$ cat src/hw/mpc_range_cmp.sv
// one range comparator: in-range and bound equality
`timescale 1ns/10ps
module mpc_range_cmp (
   input  wire logic [31:0] addr,     // first byte address
   input  wire logic [31:0] lowLim,   // lower bound
   input  wire logic [31:0] highLim,  // upper bound
   output logic             inRange,  // lower <= addr < upper
   output logic             atLow,    // addr equals lower bound
   output logic             atHigh    // addr equals upper bound
);
   assign inRange = (addr >= lowLim) && (addr < highLim);
   assign atLow   = (addr == lowLim);
   assign atHigh  = (addr == highLim);
endmodule : mpc_range_cmp

$ cat src/hw/mpc_table_check.sv
// checks one address against a table of ranges with byte mode fields
`timescale 1ns/10ps
module mpc_table_check #(
   parameter int N = 2
) (
   input  wire logic [31:0]    addr,      // address under check
   input  wire logic [N*32-1:0] lowLims,  // lower bounds, range 0 low
   input  wire logic [N*32-1:0] highLims, // upper bounds
   input  wire logic [N-1:0]   permitEn,  // permit bit per range
   input  wire logic [N-1:0]   inTrace,   // in-range trace per range
   input  wire logic [N-1:0]   lowTrace,  // lower-bound trace per range
   input  wire logic [N-1:0]   highTrace, // upper-bound trace per range
   output logic                permit,    // some matching range permits
   output logic [N-1:0]        dbgHit     // debug signal per range
);
   logic [N-1:0] inR;
   logic [N-1:0] atL;
   logic [N-1:0] atH;
   genvar i;
   generate
      for (i = 0; i < N; i++) begin : g_rng
         mpc_range_cmp u_cmp (
            .addr    (addr),
            .lowLim  (lowLims[i*32 +: 32]),
            .highLim (highLims[i*32 +: 32]),
            .inRange (inR[i]),
            .atLow   (atL[i]),
            .atHigh  (atH[i])
         );
         assign dbgHit[i] = (inTrace[i] & inR[i]) | (lowTrace[i] & atL[i])
                          | (highTrace[i] & atH[i]);
      end
   endgenerate
   assign permit = |(inR & permitEn);
endmodule : mpc_table_check

$ cat config.mk
export PLATFORM = sky130hd
export DESIGN_NAME = mpc_table_check
export DESIGN_NICKNAME = d
export VERILOG_FILES = /design/src/hw/mpc_range_cmp.sv /design/src/hw/mpc_table_check.sv
export SDC_FILE = /design/constraint.sdc
export NUM_CORES = 1
export LEC_CHECK = 0
export BUFFER_PORTS_ARGS = -buffer_cell sky130_fd_sc_hd__buf_2
export CAP_MARGIN = 5
export CORE_MARGIN = 2
export CORE_UTILIZATION = 30
export DETAILED_ROUTE_END_ITERATION = 7
export GPL_ROUTABILITY_DRIVEN = 0
export PLACE_DENSITY = 0.58
export SETUP_SLACK_MARGIN = 0.15
export SLEW_MARGIN = 20
export SYNTH_ARGS = -nofsm -noshare
export SYNTH_HDL_FRONTEND = slang
export SYNTH_SLANG_ARGS = --single-unit
$ cat constraint.sdc
create_clock -name vclk -period 3.45
set_input_delay 0.69 -clock vclk [all_inputs]
set_output_delay 0.69 -clock vclk [all_outputs]
set_load 0.005 [all_outputs]
==> results.sh <==
export IMPL_ff_latch_area_um2=0
export IMPL_maxCapViolCount=0
export IMPL_gr_usage_all_layers=0.169
export IMPL_yosysSeqAreaShare=0
export IMPL_hp_start="inTrace[0]"
export IMPL_setup_tns_ns=0
export IMPL_finalMaxSlewViolations=0
export IMPL_worst_slack_ns=0.138
export IMPL_hold_buffers=0
export IMPL_initial_core_util=0.304
export IMPL_grt_overflow_total=0
export IMPL_outcome="complete, no violations"
export IMPL_fin_nets=942
export IMPL_ys_warn_count=0
export IMPL_endpoint="permit"
export IMPL_grt_pass1_wl_um=16400
export IMPL_peakVddDrop_mv=0.0460
export IMPL_fp_dieW_um=108
export IMPL_portBuffers=171
export IMPL_max_freq_mhz=302
export IMPL_post_route_period_util=0.960
export IMPL_io_pins=171
export IMPL_fp_dieArea_um2=11700
export IMPL_avgSynthCellArea_um2=7.14
export IMPL_syn_num_nets=752
export IMPL_cp_startpoint="addr[26]"
export IMPL_grt_pass1_vias=3754
export IMPL_fin_cells=784
export IMPL_synthToLayoutAreaGrowth_pct=50.2
export IMPL_slew_headroom=0.742
export IMPL_drt_iter0_drc=82
export IMPL_hpwl_um=9540
export IMPL_cp_required_ns=2.76
export IMPL_nClkBuffers=0
export IMPL_worst_setup_path_end_kind="output port"
export IMPL_mostFrequentLayoutCell="buf_2"
export IMPL_syn_inst=456
export IMPL_diodes=0
export IMPL_ys_types=31
export IMPL_worstSetupPathType="in -> out"
export IMPL_hold_path_class="in -> out"
export IMPL_routedWlPerCell_um=13.8
export IMPL_p_leak_nw=2.85
export IMPL_vias=3805
export IMPL_grt_start_max_net_pins=5
export IMPL_first_pass_iters=4
export IMPL_finalHoldViolations=0
export IMPL_arrival_ns=2.62
export IMPL_start_kind="input pin"
export IMPL_chipHeight_um=108
export IMPL_rsz0062_at_grt="true"
export IMPL_dp_cells=777
export IMPL_flops_and_latches=0
export IMPL_num_rows=38
export IMPL_cp_max_fo=4
export IMPL_syn_area_um2=3250
export IMPL_antenna_found_initial=0
export IMPL_routed_wl_um=10800
export IMPL_layout_min_cycle_time_ns=3.31
export IMPL_power_w=0.000545
export IMPL_antenna_left=0
export IMPL_core_um2=10700
export IMPL_setup_viol=0
export IMPL_tightest_slew_ns=0.383
export IMPL_fillers=1112
export IMPL_final_cell_mix="buf_2, inv_1, ha_1, a21oi_1, nand4_1"
export IMPL_pre_cts_slack_ns=-0.173
export IMPL_multi_input_area_um2=3210
export IMPL_drt_vias_per_instance=4.85
export IMPL_drc=0
export IMPL_cellPowerDensity_nw_per_um2=111
export IMPL_layout_drive_gt1_share=0.384
-- cell usage after synthesis (2+ instances only) --
cell	n	area (um^2)
inv_1	129	484
ha_1	128	1600
a21oi_1	47	235
nand4_1	31	194
nand2_1	25	93.8
nand3_1	20	100
nor2_1	11	41.3
o21ai_0	10	50.1
a21o_1	9	67.6
nor2b_1	5	31.3
nor3_1	5	25.0
o211ai_1	5	37.5
a21boi_0	4	30.0
a221oi_1	4	35.0
a2111oi_0	3	26.3
a211oi_1	2	15.0
nor4_1	2	12.5
nor4_2	2	25.0
o31a_1	2	17.5
-- metrics by stage --
step | hold slack (ns) | utilization | instance area [um^2]
5_1_grt | 1.66 | 0.457 | 4890
3_3_place_gp | 1.64 | 0.408 | 4360
4_1_cts | 1.64 | 0.419 | 4490
6_report | 1.65 | 0.457 | 4890
2_1_floorplan | 1.48 | - | 3250
3_5_place_dp | 1.64 | 0.408 | 4360
-- report_power, final --
group	switching, W	total, W	leakage (nW)	internal (W)
logic	0.000274	0.000545	2.85	0.000270
registers	0	0	0	0
clock network	0	0	0	0
total	0.000274	0.000545	2.85	0.000270
-- layer usage --
layer / global-route usage / part of all wire
met2: 0.324 / 0.49
met1: 0.222 / 0.46
met4: 0 / 0.0015
met5: 0 / 0
met3: 0.00784 / 0.058
-- logic make-up (layout without fill, tap and decap cells) --
kind of cell / count (synthesis) / after routing / synth area share
AO/OA/AOI/OAI: 96 / 96 / 0.193
adder cells (fa/ha/maj): 128 / 128 / 0.492
buffers and inverters: 129 / 317 / 0.149
AND/OR/NAND/NOR: 103 / 103 / 0.166
-- timing repair --
item / in CTS / in global routing
pin swaps: 14 / 27
endpoints found under the hold margin: 0 / 0
setup endpoints to repair: 3 / 3
buffers inserted: 2 / 5
resized for setup: 22 / 56
-- worst max-delay path: stages --
cell and delay [ns]:
buf_2 0.14, ha_1 0.30, nand4_1 0.15, nor4_2 0.28
buf_4 0.17, nand3_4 0.08, nand2_4 0.09, nor4_4 0.05
a211oi_2 0.36, a22o_1 0.19, buf_2 0.10
-- worst min-delay path by stage --
stage	to	slack (ns)	depth (start not counted)
after global placement	dbgHit[0]	1.64	3
after floorplan	dbgHit[0]	1.48	1
after detailed placement	dbgHit[0]	1.64	3
after CTS	dbgHit[0]	1.64	3
final	dbgHit[0]	1.65	3
after global routing	dbgHit[0]	1.66	3
-- cell type report --
cell class,count,share of cell area
inverters,129,0.0990
multi-input cells,327,0.656
repair buffers,188,0.210
well taps,140,0.0358
Note: power is estimated with default switching activity, not from simulation.
